===== src/lcr_pkg.sv =====
// constants for lid-closure detection and recalibration control
package lcr_pkg;
  // register addresses
  localparam logic [7:0] ADDR_LID_CFG = 8'h2b;
  localparam logic [7:0] ADDR_LID_QUEUE = 8'h2c;
  localparam logic [7:0] ADDR_MASK_BTN = 8'h2d;
  localparam logic [7:0] ADDR_MASK_GRP = 8'h2e;
  localparam logic [7:0] ADDR_RECAL = 8'h2f;
  localparam logic [7:0] ADDR_THR_FIRST = 8'h30;
  localparam logic [7:0] ADDR_THR_GROUP = 8'h37;
  // reset values
  localparam logic [7:0] RST_LID_CFG = 8'h00;
  localparam logic [7:0] RST_LID_QUEUE = 8'h02;
  localparam logic [7:0] RST_MASK = 8'h7f;
  localparam logic [7:0] RST_RECAL = 8'h93;
  // field positions
  localparam int LID_ENABLE_BIT = 7;
  localparam int EXACT_MATCH_BIT = 1;
  localparam int ALERT_EN_BIT = 0;
  localparam int BTN_BCAST_BIT = 7;
  localparam int GRP_BCAST_BIT = 6;
  localparam int NEG_RUN_LSB = 3;
  localparam int CAL_CFG_LSB = 0;
  // writable-bit masks, reserved bits read zero
  localparam logic [7:0] WMASK_LID_CFG = 8'h83;
  localparam logic [7:0] WMASK_QUEUE = 8'h07;
  localparam logic [7:0] WMASK_MASK = 8'h7f;
  localparam logic [7:0] WMASK_RECAL = 8'hdf;
  // sizes
  localparam int NUM_BTN = 7;
  localparam int NUM_SENS = 14;
  localparam int NUM_THR = 8;
  // negative delta run lengths
  localparam logic [5:0] NEG_RUN_8 = 6'h08;
  localparam logic [5:0] NEG_RUN_16 = 6'h10;
  localparam logic [5:0] NEG_RUN_32 = 6'h20;
  localparam logic [5:0] NEG_RUN_OFF = 6'h00;
  // recalibration samples and update interval (polling cycles)
  localparam logic [8:0] AVG_16 = 9'h010;
  localparam logic [8:0] AVG_32 = 9'h020;
  localparam logic [8:0] AVG_64 = 9'h040;
  localparam logic [8:0] AVG_256 = 9'h100;
  localparam logic [12:0] UPD_16 = 13'h0010;
  localparam logic [12:0] UPD_32 = 13'h0020;
  localparam logic [12:0] UPD_64 = 13'h0040;
  localparam logic [12:0] UPD_256 = 13'h0100;
  localparam logic [12:0] UPD_1024 = 13'h0400;
  localparam logic [12:0] UPD_2048 = 13'h0800;
  localparam logic [12:0] UPD_4096 = 13'h1000;
  localparam logic [12:0] UPD_7936 = 13'h1f00;
  // averaging divider shifts (log2 of sample count)
  localparam logic [3:0] SHIFT_16 = 4'h4;
  localparam logic [3:0] SHIFT_32 = 4'h5;
  localparam logic [3:0] SHIFT_64 = 4'h6;
  localparam logic [3:0] SHIFT_256 = 4'h8;
  // lid threshold fraction code to right shift (6.25,12.5,25,50 %)
  localparam logic [2:0] LID_SHIFT_BASE = 3'h4;
endpackage : lcr_pkg


===== src/lcr_ctrl.sv =====
// lid-closure detection and recalibration configuration block
`timescale 1ns/100ps
module lcr_ctrl (
  // clock and reset
  input wire logic SYS_CLK_IN,
  input wire logic SYS_RST_IN,
  // host register port
  input wire logic REG_WR_IN,
  input wire logic [7:0] REG_ADDR_IN,
  input wire logic [7:0] REG_WDATA_IN,
  output logic [7:0] REG_RDATA_OUT,
  // measurement side
  input wire logic SAMPLE_DONE_IN,
  input wire logic [111:0] SENSOR_DELTA_IN,
  input wire logic [13:0] NEG_DELTA_IN,
  input wire logic [55:0] SENSOR_THRESH_IN,
  input wire logic [27:0] LID_TH_CODE_IN,
  input wire logic [13:0] NOISE_STATUS_IN,
  input wire logic [13:0] RECAL_EN_IN,
  // group status handshake
  input wire logic LID_EVENT_CLR_IN,
  output logic LID_EVENT_OUT,
  output logic ALERT_OUT,
  output logic [13:0] LID_STATUS_OUT,
  // noise routing
  output logic [13:0] NOISE_LID_OUT,
  output logic [13:0] NOISE_TOUCH_OUT,
  // threshold broadcast
  output logic [7:0] THR_LOAD_OUT,
  output logic [6:0] THR_DATA_OUT,
  // recalibration
  output logic [13:0] NEG_RECAL_OUT,
  output logic AVG_SAMPLE_OUT,
  output logic [3:0] AVG_SHIFT_OUT,
  output logic [13:0] BASE_UPDATE_OUT
);
  // configuration registers, evaluation strobe and update counter
  logic [7:0] lid_detect_config_q;
  logic [7:0] lid_debounce_count_q;
  logic [7:0] lid_mask_buttons_q;
  logic [7:0] lid_mask_grouped_q;
  logic [7:0] recalibration_setup_q;
  logic eval_q;
  logic [12:0] upd_cnt_q;

  // popcount of a seven-bit mask
  function automatic logic [2:0] pop7(input logic [6:0] v);
    logic [2:0] n;
    n = 3'h0;
    for (int i = 0; i < 7; i++) begin
      n = n + {2'h0, v[i]};
    end
    return n;
  endfunction : pop7

  // field decode
  // reserved bits are never stored, so they cannot disturb a decode
  wire lid_enable = lid_detect_config_q[lcr_pkg::LID_ENABLE_BIT];
  wire exact_match_select = lid_detect_config_q[lcr_pkg::EXACT_MATCH_BIT];
  wire cover_alert_enable = lid_detect_config_q[lcr_pkg::ALERT_EN_BIT];
  wire button_threshold_broadcast =
    recalibration_setup_q[lcr_pkg::BTN_BCAST_BIT];
  wire group_threshold_broadcast =
    recalibration_setup_q[lcr_pkg::GRP_BCAST_BIT];
  wire [1:0] negative_run_length =
    recalibration_setup_q[lcr_pkg::NEG_RUN_LSB +: 2];
  wire [2:0] cal_cfg = recalibration_setup_q[lcr_pkg::CAL_CFG_LSB +: 3];
  wire [6:0] button_cover_mask = lid_mask_buttons_q[6:0];
  wire [6:0] group_cover_mask = lid_mask_grouped_q[6:0];
  wire button_one_cover_mask = button_cover_mask[0];
  wire group_last_cover_mask = group_cover_mask[6];

  // register write decode
  wire wr_cfg = REG_WR_IN && (REG_ADDR_IN == lcr_pkg::ADDR_LID_CFG);
  wire wr_queue = REG_WR_IN && (REG_ADDR_IN == lcr_pkg::ADDR_LID_QUEUE);
  wire wr_mbtn = REG_WR_IN && (REG_ADDR_IN == lcr_pkg::ADDR_MASK_BTN);
  wire wr_mgrp = REG_WR_IN && (REG_ADDR_IN == lcr_pkg::ADDR_MASK_GRP);
  wire wr_recal = REG_WR_IN && (REG_ADDR_IN == lcr_pkg::ADDR_RECAL);
  wire wr_thr = REG_WR_IN && (REG_ADDR_IN >= lcr_pkg::ADDR_THR_FIRST)
                && (REG_ADDR_IN <= lcr_pkg::ADDR_THR_GROUP);
  wire [2:0] thr_idx = 3'(REG_ADDR_IN - lcr_pkg::ADDR_THR_FIRST);

  // broadcast fan-out: writes to the first threshold can fan out,
  // the others always land on their own register only
  // the data bus is shared, so every strobed register takes one value
  logic [7:0] thr_load_d;
  always_comb begin
    thr_load_d = 8'h00;
    if (wr_thr) begin
      thr_load_d[thr_idx] = 1'b1;
      if (thr_idx == 3'h0) begin
        if (button_threshold_broadcast) begin
          thr_load_d[6:1] = 6'h3f;
        end
        if (group_threshold_broadcast) begin
          thr_load_d[7] = 1'b1;
        end
      end
    end
  end

  // read mux, unmapped addresses read zero
  // the answer is registered, so it lags the address by one cycle
  logic [7:0] rdata_d;
  always_comb begin
    unique case (REG_ADDR_IN)
      lcr_pkg::ADDR_LID_CFG: rdata_d = lid_detect_config_q;
      lcr_pkg::ADDR_LID_QUEUE: rdata_d = lid_debounce_count_q;
      lcr_pkg::ADDR_MASK_BTN: rdata_d = lid_mask_buttons_q;
      lcr_pkg::ADDR_MASK_GRP: rdata_d = lid_mask_grouped_q;
      lcr_pkg::ADDR_RECAL: rdata_d = recalibration_setup_q;
      default: rdata_d = 8'h00;
    endcase
  end

  // register storage; reserved bits are masked on write
  always_ff @(posedge SYS_CLK_IN) begin
    if (SYS_RST_IN) begin
      lid_detect_config_q <= lcr_pkg::RST_LID_CFG;
      lid_debounce_count_q <= lcr_pkg::RST_LID_QUEUE;
      lid_mask_buttons_q <= lcr_pkg::RST_MASK;
      lid_mask_grouped_q <= lcr_pkg::RST_MASK;
      recalibration_setup_q <= lcr_pkg::RST_RECAL;
    end else begin
      // an unmapped write matches no decode and is simply dropped
      if (wr_cfg) begin
        lid_detect_config_q <= REG_WDATA_IN & lcr_pkg::WMASK_LID_CFG;
      end
      if (wr_queue) begin
        lid_debounce_count_q <= REG_WDATA_IN & lcr_pkg::WMASK_QUEUE;
      end
      if (wr_mbtn) begin
        lid_mask_buttons_q <= REG_WDATA_IN & lcr_pkg::WMASK_MASK;
      end
      if (wr_mgrp) begin
        lid_mask_grouped_q <= REG_WDATA_IN & lcr_pkg::WMASK_MASK;
      end
      if (wr_recal) begin
        recalibration_setup_q <= REG_WDATA_IN & lcr_pkg::WMASK_RECAL;
      end
    end
  end

  // read data and threshold broadcast strobes
  always_ff @(posedge SYS_CLK_IN) begin
    if (SYS_RST_IN) begin
      REG_RDATA_OUT <= 8'h00;
      THR_LOAD_OUT <= 8'h00;
      THR_DATA_OUT <= 7'h00;
    end else begin
      REG_RDATA_OUT <= rdata_d;
      THR_LOAD_OUT <= thr_load_d;
      THR_DATA_OUT <= REG_WDATA_IN[6:0];
    end
  end

  // queue length: zero decodes as one, seven gives the eight maximum
  // a 3-bit field cannot say eight directly, so its top code stands in
  wire [2:0] queue_field = lid_debounce_count_q[2:0];
  wire [3:0] queue_len = (queue_field == 3'h0) ? 4'h1 :
                         (queue_field == 3'h7) ? 4'h8 :
                         {1'b0, queue_field};

  // negative run limit decode
  // the off code maps to a zero limit, which each channel treats as off
  logic [5:0] neg_limit;
  always_comb begin
    unique case (negative_run_length)
      2'b00: neg_limit = lcr_pkg::NEG_RUN_8;
      2'b01: neg_limit = lcr_pkg::NEG_RUN_16;
      2'b10: neg_limit = lcr_pkg::NEG_RUN_32;
      2'b11: neg_limit = lcr_pkg::NEG_RUN_OFF;
    endcase
  end

  // recal samples, update interval and averaging shift, one table
  // shared by every sensor
  // the longest settings only stretch the interval, not the average
  logic [8:0] avg_len;
  logic [12:0] upd_len;
  logic [3:0] avg_shift;
  always_comb begin
    avg_len = lcr_pkg::AVG_256;
    avg_shift = lcr_pkg::SHIFT_256;
    unique case (cal_cfg)
      3'h0: begin
        avg_len = lcr_pkg::AVG_16;
        avg_shift = lcr_pkg::SHIFT_16;
        upd_len = lcr_pkg::UPD_16;
      end
      3'h1: begin
        avg_len = lcr_pkg::AVG_32;
        avg_shift = lcr_pkg::SHIFT_32;
        upd_len = lcr_pkg::UPD_32;
      end
      3'h2: begin
        avg_len = lcr_pkg::AVG_64;
        avg_shift = lcr_pkg::SHIFT_64;
        upd_len = lcr_pkg::UPD_64;
      end
      3'h3: upd_len = lcr_pkg::UPD_256;
      3'h4: upd_len = lcr_pkg::UPD_1024;
      3'h5: upd_len = lcr_pkg::UPD_2048;
      3'h6: upd_len = lcr_pkg::UPD_4096;
      3'h7: upd_len = lcr_pkg::UPD_7936;
    endcase
  end

  // lid threshold per sensor: sensors 8-14 share the group threshold
  // codes 0..3 shift right by 4..1, one sixteenth up to one half; a
  // plain shift needs no divider but truncates small thresholds
  logic [13:0] above;
  genvar g;
  generate
    for (g = 0; g < lcr_pkg::NUM_SENS; g++) begin : g_sens
      localparam int TI = (g < lcr_pkg::NUM_BTN) ? g : lcr_pkg::NUM_BTN;
      wire [6:0] thr = SENSOR_THRESH_IN[TI*7 +: 7];
      wire [1:0] code = LID_TH_CODE_IN[g*2 +: 2];
      wire [2:0] shamt = lcr_pkg::LID_SHIFT_BASE - {1'b0, code};
      wire [6:0] lid_th = thr >> shamt;
      wire [7:0] delta = SENSOR_DELTA_IN[g*8 +: 8];
      assign above[g] = delta > {1'b0, lid_th};

      lcr_chan u_chan (
        .clk_in(SYS_CLK_IN),
        .rst_in(SYS_RST_IN),
        .sample_in(SAMPLE_DONE_IN),
        .above_in(above[g]),
        .queue_len_in(queue_len),
        .neg_in(NEG_DELTA_IN[g]),
        .neg_limit_in(neg_limit),
        .status_out(LID_STATUS_OUT[g]),
        .neg_trig_out(NEG_RECAL_OUT[g])
      );
    end
  endgenerate

  // pattern evaluation on settled status bits; in count mode a pattern
  // with no bits set meets its own term at once, so software clears
  // both patterns to switch detection off
  wire [6:0] stat_btn = LID_STATUS_OUT[6:0];
  wire [6:0] stat_grp = LID_STATUS_OUT[13:7];
  wire [2:0] n_stat_btn = pop7(stat_btn);
  wire [2:0] n_stat_grp = pop7(stat_grp);
  wire [2:0] n_mask_btn = pop7(button_cover_mask);
  wire [2:0] n_mask_grp = pop7(group_cover_mask);
  wire [3:0] n_stat_all = {1'b0, n_stat_btn} + {1'b0, n_stat_grp};
  wire [3:0] n_mask_all = {1'b0, n_mask_btn} + {1'b0, n_mask_grp};
  wire masks_zero = (button_cover_mask == 7'h00) &&
                    (group_cover_mask == 7'h00);
  wire exact_hit = ((stat_btn & button_cover_mask) == button_cover_mask) &&
                   ((stat_grp & group_cover_mask) == group_cover_mask);
  wire count_hit = (n_stat_btn >= n_mask_btn) ||
                   (n_stat_grp >= n_mask_grp) ||
                   (n_stat_all >= n_mask_all);
  wire lid_hit = lid_enable && !masks_zero &&
                 (exact_match_select ? exact_hit : count_hit);
  wire event_set = eval_q && lid_hit;

  // evaluation strobe one cycle after each sample, so the pattern sees
  // the status bits that this sample has just settled
  always_ff @(posedge SYS_CLK_IN) begin
    if (SYS_RST_IN) begin
      eval_q <= 1'b0;
    end else begin
      eval_q <= SAMPLE_DONE_IN;
    end
  end

  // event flag: a new detection wins over a clear in the same cycle;
  // all-zero patterns force it clear regardless
  always_ff @(posedge SYS_CLK_IN) begin
    if (SYS_RST_IN) begin
      LID_EVENT_OUT <= 1'b0;
      ALERT_OUT <= 1'b0;
    end else begin
      if (masks_zero) begin
        LID_EVENT_OUT <= 1'b0;
      end else if (event_set) begin
        LID_EVENT_OUT <= 1'b1;
      end else if (LID_EVENT_CLR_IN) begin
        LID_EVENT_OUT <= 1'b0;
      end
      ALERT_OUT <= event_set && cover_alert_enable;
    end
  end

  // noise indications follow lid detection while it is enabled
  // both copies are registered so they swap on the same edge
  always_ff @(posedge SYS_CLK_IN) begin
    if (SYS_RST_IN) begin
      NOISE_LID_OUT <= 14'h0000;
      NOISE_TOUCH_OUT <= 14'h0000;
    end else begin
      NOISE_LID_OUT <= lid_enable ? NOISE_STATUS_IN : 14'h0000;
      NOISE_TOUCH_OUT <= lid_enable ? 14'h0000 : NOISE_STATUS_IN;
    end
  end

  // update interval in polling cycles; averaging covers the last
  // avg_len cycles so the average is fresh at the update. A count left
  // past the end by a shorter setting wraps at once.
  // the update strobe copies the enables, so only enabled sensors rebase
  wire upd_last = upd_cnt_q >= upd_len - 13'h0001;
  wire avg_window = upd_cnt_q >= upd_len - {4'h0, avg_len};
  always_ff @(posedge SYS_CLK_IN) begin
    if (SYS_RST_IN) begin
      upd_cnt_q <= 13'h0000;
      AVG_SAMPLE_OUT <= 1'b0;
      AVG_SHIFT_OUT <= lcr_pkg::SHIFT_256;
      BASE_UPDATE_OUT <= 14'h0000;
    end else begin
      AVG_SHIFT_OUT <= avg_shift;
      AVG_SAMPLE_OUT <= SAMPLE_DONE_IN && avg_window;
      BASE_UPDATE_OUT <= (SAMPLE_DONE_IN && upd_last) ?
                         RECAL_EN_IN : 14'h0000;
      if (SAMPLE_DONE_IN) begin
        upd_cnt_q <= upd_last ? 13'h0000 : upd_cnt_q + 13'h0001;
      end
    end
  end

  // mask bits kept as named fields for the end sensors of each pattern
  wire unused_ok = button_one_cover_mask ^ group_last_cover_mask;
endmodule : lcr_ctrl


===== src/lcr_chan.sv =====
// per-sensor lid debounce queue and negative delta run counter
`timescale 1ns/100ps
module lcr_chan (
  input wire logic clk_in,
  input wire logic rst_in,
  input wire logic sample_in,
  input wire logic above_in,
  input wire logic [3:0] queue_len_in,
  input wire logic neg_in,
  input wire logic [5:0] neg_limit_in,
  output logic status_out,
  output logic neg_trig_out
);
  logic [2:0] run_q;
  logic [5:0] neg_q;
  logic differ;
  logic flip;
  logic neg_hit;

  // a flip needs queue_len consecutive samples on the other side
  assign differ = above_in != status_out;
  assign flip = differ && ({1'b0, run_q} == queue_len_in - 4'h1);
  // limit of zero means the trigger is disabled
  assign neg_hit = neg_in && (neg_limit_in != lcr_pkg::NEG_RUN_OFF)
                   && (neg_q + 6'h01 == neg_limit_in);

  // debounce: any agreeing sample restarts the run
  always_ff @(posedge clk_in) begin
    if (rst_in) begin
      run_q <= 3'h0;
      status_out <= 1'b0;
    end else if (sample_in) begin
      run_q <= (differ && !flip) ? run_q + 3'h1 : 3'h0;
      if (flip) begin
        status_out <= above_in;
      end
    end
  end

  // negative delta run, broken by any non-negative sample
  always_ff @(posedge clk_in) begin
    if (rst_in) begin
      neg_q <= 6'h00;
      neg_trig_out <= 1'b0;
    end else begin
      neg_trig_out <= sample_in && neg_hit;
      if (sample_in) begin
        neg_q <= (neg_in && !neg_hit) ? neg_q + 6'h01 : 6'h00;
      end
    end
  end
endmodule : lcr_chan


===== config.mk =====
export PLATFORM = sky130hd
export DESIGN_NAME = lcr_ctrl
export DESIGN_NICKNAME = d
export VERILOG_FILES = /design/src/lcr_pkg.sv /design/src/lcr_ctrl.sv /design/src/lcr_chan.sv
export SDC_FILE = /design/constraint.sdc
export NUM_CORES = 1
export LEC_CHECK = 0
export BUFFER_PORTS_ARGS = -buffer_cell sky130_fd_sc_hd__buf_2
export CORE_MARGIN = 1
export CORE_UTILIZATION = 35
export DETAILED_ROUTE_END_ITERATION = 8
export GPL_TIMING_DRIVEN = 0
export PLACE_DENSITY = 0.52
export SLEW_MARGIN = 20
export SYNTH_ARGS = -nofsm -noshare
export SYNTH_HDL_FRONTEND = slang
export SYNTH_SLANG_ARGS = --single-unit

===== constraint.sdc =====
create_clock -name SYS_CLK_IN -period 4.5 [get_ports SYS_CLK_IN]
set_input_delay 1.125 -clock SYS_CLK_IN [delete_from_list [all_inputs] [get_ports SYS_CLK_IN]]
set_output_delay 1.125 -clock SYS_CLK_IN [all_outputs]
set_load 0.05 [all_outputs]

# --- After elaboration in Yosys (flattened, before gate mapping) ---
# Index checks and enable logic that the tools add are counted.
# Widths: inputs -> output; s select.
totals:
  reg_bits: 267
  in_bits: 259
  out_inout_bits: 100
  wordCells: 450
op_classes:
  addsub: 73
  order_cmp: 23
  n_eq_ne: 60
  shift: 14
  muxes: 44
  n_bitwise: 5
  reduce_logical: 158
op_table:
  columns: ["cell", "count"]
  rows:
  - ["$gt 8x7->1", 14]
  - ["$pmux 13 s8", 1]
  - ["$logic_and 1x1->1", 100]
  - ["$shr 7x3->7", 14]
  - ["$mux 6", 15]
  - ["$add 6x1->6 const B", 14]
  - ["$eq 6x6->1", 14]
  - ["$eq 3x4->1", 14]
  - ["$add 3x1->3", 16]
  - ["$add 3x1->3 const B", 14]
  - ["$mux 3", 14]
  - ["$sub 3x2->3 const A", 14]
  - ["$eq 8x6->1 const B", 5]
  - ["$pmux 8 s5", 1]
  - ["$logic_not 1->1", 29]
  - ["$reduce_and 2->1", 14]
  - ["$pmux 9 s3", 1]
  - ["$ge 13x13->1", 2]
  - ["$pmux 6 s4", 1]
  - ["$eq 3x3->1 const B", 5]
  - ["$and 7x7->7", 2]
  - ["$eq 7x7->1", 2]
  - ["$logic_not 7->1", 2]
  - ["$ne 1x1->1", 14]
  - ["31 further kinds", 55]

# --- Longest topological paths before layout ---
logic_depth:
  ltp_word: 13
  mapped_depth: 18
  mapped_depth_nobuf: 17

# --- Modules after synthesis ---
# A second synthesis with hierarchy kept.
unflattened:
  hier_cells: 2788
  area_unflattened_um2: 22539.1
modules_own_cells:
  columns: ["module", "instances", "cells_per_inst", "area_each_um2", "seq_area_each_um2"]
  rows:
  - ["lcr_chan", 14, 104, 842.1, 220.2]
  - ["lcr_ctrl", 1, 1332, 10750.3, 2262.2]

# --- Worst setup path after synthesis ---
# Ideal clock, no wire load.
synth_path:
  path_type: "input to register"
  from: "input LID_TH_CODE_IN[0]"
  to: "register g_sens[0].u_chan.run_q[0]"
  setup_time_ps: 92
  arrival_time_ps: 4017
  required_time_ps: 4408
  slack_ps: 391
  cell_stages: 16
  path_buffers: 2
  path_cell_list: "clkbuf_1 -> inv_1 -> ha_1 -> clkbuf_1 -> mux2_2 -> nor2_1 -> a311oi_1 -> a21oi_1 -> ha_1 -> nor2b_1 -> o21a_1 -> o21a_1 -> o2111ai_1 -> a31oi_1 -> mux2i_1 -> nor4_1"
synth_via:
  elab_chain_len: 8
synth_lines:
  columns: ["element", "line", "source"]
  rows:
  - ["from (decl)", "lcr_ctrl.sv:17", "input wire logic [27:0] LID_TH_CODE_IN,"]
  - ["$sub 3x2->3 (*)", "lcr_ctrl.sv:219", "wire [2:0] shamt = lcr_pkg::LID_SHIFT_BASE - {1'b0, code};"]
  - ["$shr 7x3->7 (*)", "lcr_ctrl.sv:220", "wire [6:0] lid_th = thr >> shamt;"]
  - ["$gt 8x7->1 (*)", "lcr_ctrl.sv:222", "assign above[g] = delta > {1'b0, lid_th};"]
  - ["$ne 1x1->1 (*)", "lcr_chan.sv:21", "assign differ = above_in != status_out;"]
  - ["$logic_and 1x1->1", "lcr_chan.sv:22", "assign flip = differ && ({1'b0, run_q} == queue_len_in - 4'h1);"]
  - ["$logic_not 1->1", "lcr_chan.sv:33", "run_q <= (differ && !flip) ? run_q + 3'h1 : 3'h0;"]
  - ["$logic_and 1x1->1 (*)", "lcr_chan.sv:33", null]
  - ["$mux 3 (*)", "lcr_chan.sv:33", null]
  - ["to (signal assigned)", "lcr_chan.sv:33", null]
  - ["to (decl)", "lcr_chan.sv:14", "logic [2:0] run_q;"]
# Every way passes the cells marked *; elsewhere a longest branch is shown, timed or not.
# A chain may end at the register's enable or synchronous reset.

# --- Worst setup path after layout ---
layout_path:
  from: "register g_sens[0].u_chan.status_out"
  to: "register ALERT_OUT"
layout_via:
  elab_chain_len: 13
  word_cells_on_any_way: 18
  cone_classes: "add/sub: 7; order compare: 2; eq/ne: 1; mux: 1; bitwise: 1; reduce/logical: 6"
layout_lines:
  columns: ["element", "line", "source"]
  rows:
  - ["from (decl)", "lcr_chan.sv:11", "output logic status_out,"]
  - ["from (signal assigned)", "lcr_chan.sv:35", "status_out <= above_in;"]
  - ["$add 1x1->2", "lcr_ctrl.sv:51", "n = n + {2'h0, v[i]};"]
  - ["$add 2x1->3", "lcr_ctrl.sv:51", null]
  - ["$add 3x1->3 (4 in series)", "lcr_ctrl.sv:51", null]
  - ["$add 3x3->4 or $ge 3x3->1 (tied branches)", "lcr_ctrl.sv:247, lcr_ctrl.sv:253", null]
  - ["$ge 4x4->1 or $logic_or 1x1->1 (tied branches)", "lcr_ctrl.sv:255, lcr_ctrl.sv:253", null]
  - ["$logic_or 1x1->1", "lcr_ctrl.sv:254", "(n_stat_grp >= n_mask_grp) ||"]
  - ["$mux 1 (*)", "lcr_ctrl.sv:257", "(exact_match_select ? exact_hit : count_hit);"]
  - ["$logic_and 1x1->1 (*)", "lcr_ctrl.sv:256", "wire lid_hit = lid_enable && !masks_zero &&"]
  - ["$logic_and 1x1->1 (*)", "lcr_ctrl.sv:258", "wire event_set = eval_q && lid_hit;"]
  - ["$logic_and 1x1->1 (*)", "lcr_ctrl.sv:284", "ALERT_OUT <= event_set && cover_alert_enable;"]
  - ["to (signal assigned)", "lcr_ctrl.sv:284", null]
  - ["to (decl)", "lcr_ctrl.sv:23", "output logic ALERT_OUT,"]
# Marks and branches as above.

==> results.txt <==
Walking the worst path, the cells encountered are fa_1 > inv_1 > fa_1 > fa_1 > inv_1 > fa_1 > ha_1 > a221oi_1 > a21oi_1 > ha_1 > a2111oi_0 > a41o_2 > nor3b_2. The number of stages on the worst setup path is 13. The clock latency at the later pin of the worst-skew pair came out at 0.57 ns. The CTS sink count came out at roughly 270. The cell row count came out at 86.

The placer congestion estimate is 0.863. The worst-margin pin slew is approximately 0.83 ns. Among cell families on the critical path, the largest total delay comes from adder cells. The number of enable-type register cells in the synthesized netlist came out at 0. The H-tree level count is 1. The required time of the critical path is between 4 and 5 ns. The ratio of cells with drive above 1 in the final layout is around 20%. The arrival time at the worst endpoint is 4.66 ns. Multiplexer cells account for 7.49% of the synthesized area.

TritonCTS created 30 clock buffers. Leaving out fill and tap cells, the most frequent cell in the layout is sky130_fd_sc_hd__buf_2. Synthesis produced a netlist whose cell count is 2279. The post-synthesis adder-cell area fraction is 13.9%. By instance count, the cell type seen most on the critical path is sky130_fd_sc_hd__fa_1.

The clock edge transition at the registers on the reported setup and hold paths is approximately 0.060 ns. The total non-filler cell area in the finished layout came out at roughly 0.023 mm². The multi-input logic area is 0.0130 mm². The synthesized netlist contains 79 unique library cells.

After detailed routing, the total wire length is 56800 µm. The total leakage power is 0.0106 µW. The cell at the root of the clock tree is sky130_fd_sc_hd__clkbuf_16. Power spread over the standard cell area amounts to 285 mW/mm². Prior to clock tree synthesis, the placed netlist has a worst setup slack of -0.618 ns.

The post-synthesis share of cell area spent on xor and xnor gates came out at 9.66%. From synthesis to final layout, the design area changed by 19.7%. The remaining antenna violation count after routing is 0. The type of the worst setup path is flip-flop to flip-flop. The floorplan step defined a die boundary enclosing 0.0568 mm². VDD sags by at most 0.250 mV. The largest net degree at the start of global routing came out at 15. Setup repair after global routing left no endpoint under its margin. The peak per-stage delay on the critical path came out at 0.55 ns. The number of violations reported at the end of detailed-routing iteration 0 is between 800 and 900. The floorplan core area is between 0.05 and 0.06 mm². After synthesis, the largest family of logic cells by area is simple AND/OR/NAND/NOR gates. The remaining global-route overflow is 0. The max-cap check violation count is 0. The fraction of synthesis flops using an asynchronous set or reset pin came out at 0%.

The maximum number of buffers from clock root to sink came out at 3. On the final layout, the worst hold slack is 0.490 ns. Global routing used 19.6% of the available tracks.

Summing all flip-flop and latch instances after layout gives between 0.005 and 0.006 mm². TritonCTS built the clock tree. The worst path uses between 90% and 100% of the clock period. Summed over all nets, the half-perimeter wirelength after detailed placement is 44100 µm. The met2 capacity usage during global routing came out at 33.4%. The total nets after synthesis came out at 2743. The post-synthesis compound-gate area fraction is 14.8%. The number of buffers and inverters on the critical path is 2. The type of element launching the critical path is a flip-flop. The post-synthesis area per instance is 8.58 µm². The effective utilization at floorplan came out at 35.4%. In the layout the commonest cells are 369 x sky130_fd_sc_hd__buf_2, 261 x sky130_fd_sc_hd__dfxtp_1, 187 x sky130_fd_sc_hd__ha_1. Port buffering added 353 buffers.

The average vias per placed instance came out at approximately 5.1. Yosys printed 0 warnings. The die is 238 µm tall.

The total design power came out at 6670 µW. The number of antenna violations at the first check in global routing is 5. STA classifies the critical path endpoint as a flip-flop.

The post-placement cell area is about 0.022 mm². The number of max-slew violations in the final report is 0. The run finished with clean final reports. The predominant post-synthesis flop cell is sky130_fd_sc_hd__dfxtp_1. In this run the worst path has a maximum fanout of 6.

The post-synthesis sequential area ratio is a little over a quarter. The final count of hold timing violations is 0. The cell area that synthesis handed to floorplanning was 0.0196 mm². The wire length of the first global-routing pass is 90100 µm. The depth of the worst register-to-register path came out at 13. For this run, design rule violations remaining after detail routing come to 0. The count of filler cells inserted in the layout is 5628. The met3 usage in global routing came out at 2.56%. The x dimension of the die came out at ~240 µm.

The routed wire length per instance is 16.5 µm. The maximum frequency from static timing analysis is 0.235 GHz. In this run the most used layer during global routing was met2. After synthesis the netlist holds a flip-flop and latch count of between 200 and 300. The fraction of met1 tracks used by global routing is 26.1%. The worst path in the final design needs a cycle of 4.25 ns, including I/O delays and setup. The tightest min-delay check is of the flip-flop to flip-flop type. The tightest slew margin relative to the limit is 44.5%. The first detailed-routing pass ran for 5 iterations. The cell depth of the worst min-delay path is 1. The setup clock skew after layout is 0.0157 ns. The simple-gate share of the synthesized area came out at 20.5%.

On the critical path, the stage with the largest delay is an instance of sky130_fd_sc_hd__fa_1. The routed via count came out at 17400. The total number of nets in the final design is 3128. The I/O pin count is 359. The worst path meets setup with 0.250 ns of slack.

The number of setup violations in the final report came out at 0. The number of global-route vias before repair is between 15000 and 20000.
[layout make-up]
cell class | instances | area share [%]
clock inverters | 16 | 0.994
repair buffers | 353 | 7.55
flip-flops and latches | 267 | 22.9
inverters | 133 | 2.13
diodes | 4 | 0.0428
well taps | 748 | 4.00
multi-input cells | 1728 | 55.5
plain buffers | 151 | 3.20
clock buffers | 40 | 3.71
[path summary, 6_finish.rpt]
check	startpoint	end	slack [ns]
worst max register to register	g_sens[0].u_chan.status_out	ALERT_OUT	0.25
worst max-delay path	g_sens[0].u_chan.status_out	ALERT_OUT	0.25
worst min register to register	g_sens[12].u_chan.neg_q[5]	g_sens[12].u_chan.neg_q[5]	0.49
worst min-delay path	g_sens[12].u_chan.neg_q[5]	g_sens[12].u_chan.neg_q[5]	0.49
[through the flow]
stage	TNS, ns	cells	util (%)
finish	0	3440	42.4
global route	0	3440	42.4
CTS	0	3436	42.3
detailed placement	-8.84	3380	40.3
global placement	-6.51	3380	40.3
floorplan	0	2279	-
[cell usage after synthesis (all sizes together), types with 13 or more instances]
cell type | count | area (µm²)
o21ai | 130 | 654
a311o | 13 | 130
inv | 133 | 499
nand2b | 39 | 244
buf | 68 | 433
clkbuf | 83 | 313
dfxtp | 267 | 5350
nand4 | 30 | 231
ha | 187 | 2340
nor3b | 20 | 155
fa | 18 | 360
nand3 | 73 | 405
nor2b | 47 | 294
a21o | 32 | 240
nand2 | 137 | 514
o22ai | 19 | 119
o31ai | 17 | 128
nor3 | 32 | 160
xor2 | 98 | 911
mux2 | 24 | 270
a21oi | 86 | 430
nor4 | 43 | 393
o21a | 30 | 225
a211o | 21 | 184
nand3b | 14 | 105
and3 | 33 | 211
nor2 | 184 | 698
mux2i | 110 | 1100
a211oi | 42 | 320
and2 | 45 | 282
xnor2 | 107 | 956
[where the power goes]
| group | total (µW) | internal, µW | switching, µW | leakage, µW |
|---|---|---|---|---|
| Clock | 2740 | 1690 | 1050 | 0.000549 |
| Combinational | 1430 | 612 | 814 | 0.00791 |
| Sequential | 2510 | 2430 | 75.4 | 0.00217 |
| Total | 6670 | 4740 | 1940 | 0.0106 |
[sequential cells by signal, summed over array words and instances (netlist names)]
register	count
lid_debounce_count_q	3
NOISE_TOUCH_OUT	14
THR_DATA_OUT	7
REG_RDATA_OUT	8
NOISE_LID_OUT	14
g_sens.u_chan.neg_trig_out	14
BASE_UPDATE_OUT	14
recalibration_setup_q	7
upd_cnt_q	13
g_sens.u_chan.neg_q	84
AVG_SAMPLE_OUT	1
LID_EVENT_OUT	1
ALERT_OUT	1
lid_mask_buttons_q	7
lid_detect_config_q	3
THR_LOAD_OUT	8
lid_mask_grouped_q	7
AVG_SHIFT_OUT	4
eval_q	1
g_sens.u_chan.run_q	42
g_sens.u_chan.status_out	14
[kinds of logic after synthesis]
logic type               count (synthesis)
XOR/XNOR                               206
adder cells (fa/ha/maj)                206
flip-flops                             267
AND/OR/NAND/NOR                        734
AO/OA/AOI/OAI                          444
multiplexers                           138
buffers and inverters                  284
[worst register-to-register path, stage by stage, from the launching register on]
cell and delay (ns):
sky130_fd_sc_hd__dfxtp_2 0.39, sky130_fd_sc_hd__fa_1 0.56, sky130_fd_sc_hd__inv_1 0.05, sky130_fd_sc_hd__fa_1 0.45, sky130_fd_sc_hd__fa_1 0.38, sky130_fd_sc_hd__inv_1 0.07
sky130_fd_sc_hd__fa_1 0.49, sky130_fd_sc_hd__ha_1 0.33, sky130_fd_sc_hd__a221oi_1 0.27, sky130_fd_sc_hd__a21oi_1 0.08, sky130_fd_sc_hd__ha_1 0.21, sky130_fd_sc_hd__a2111oi_0 0.39
sky130_fd_sc_hd__a41o_2 0.34, sky130_fd_sc_hd__nor3b_2 0.08
[metal layers]
metal / share of wire, % / wire length (µm)
met4: 2.3 / 1290
met2: 47 / 26500
met1: 47 / 26600
met3: 4.3 / 2430
met5: 0.023 / 13
[timing repair]
item | in CTS | in global routing
hold buffers | 0 | 0
setup endpoints to repair | 3 | 17
gates resized for setup | 1 | 14
buffers inserted | 0 | 0
Note: power is estimated with default switching activity, not from simulation.
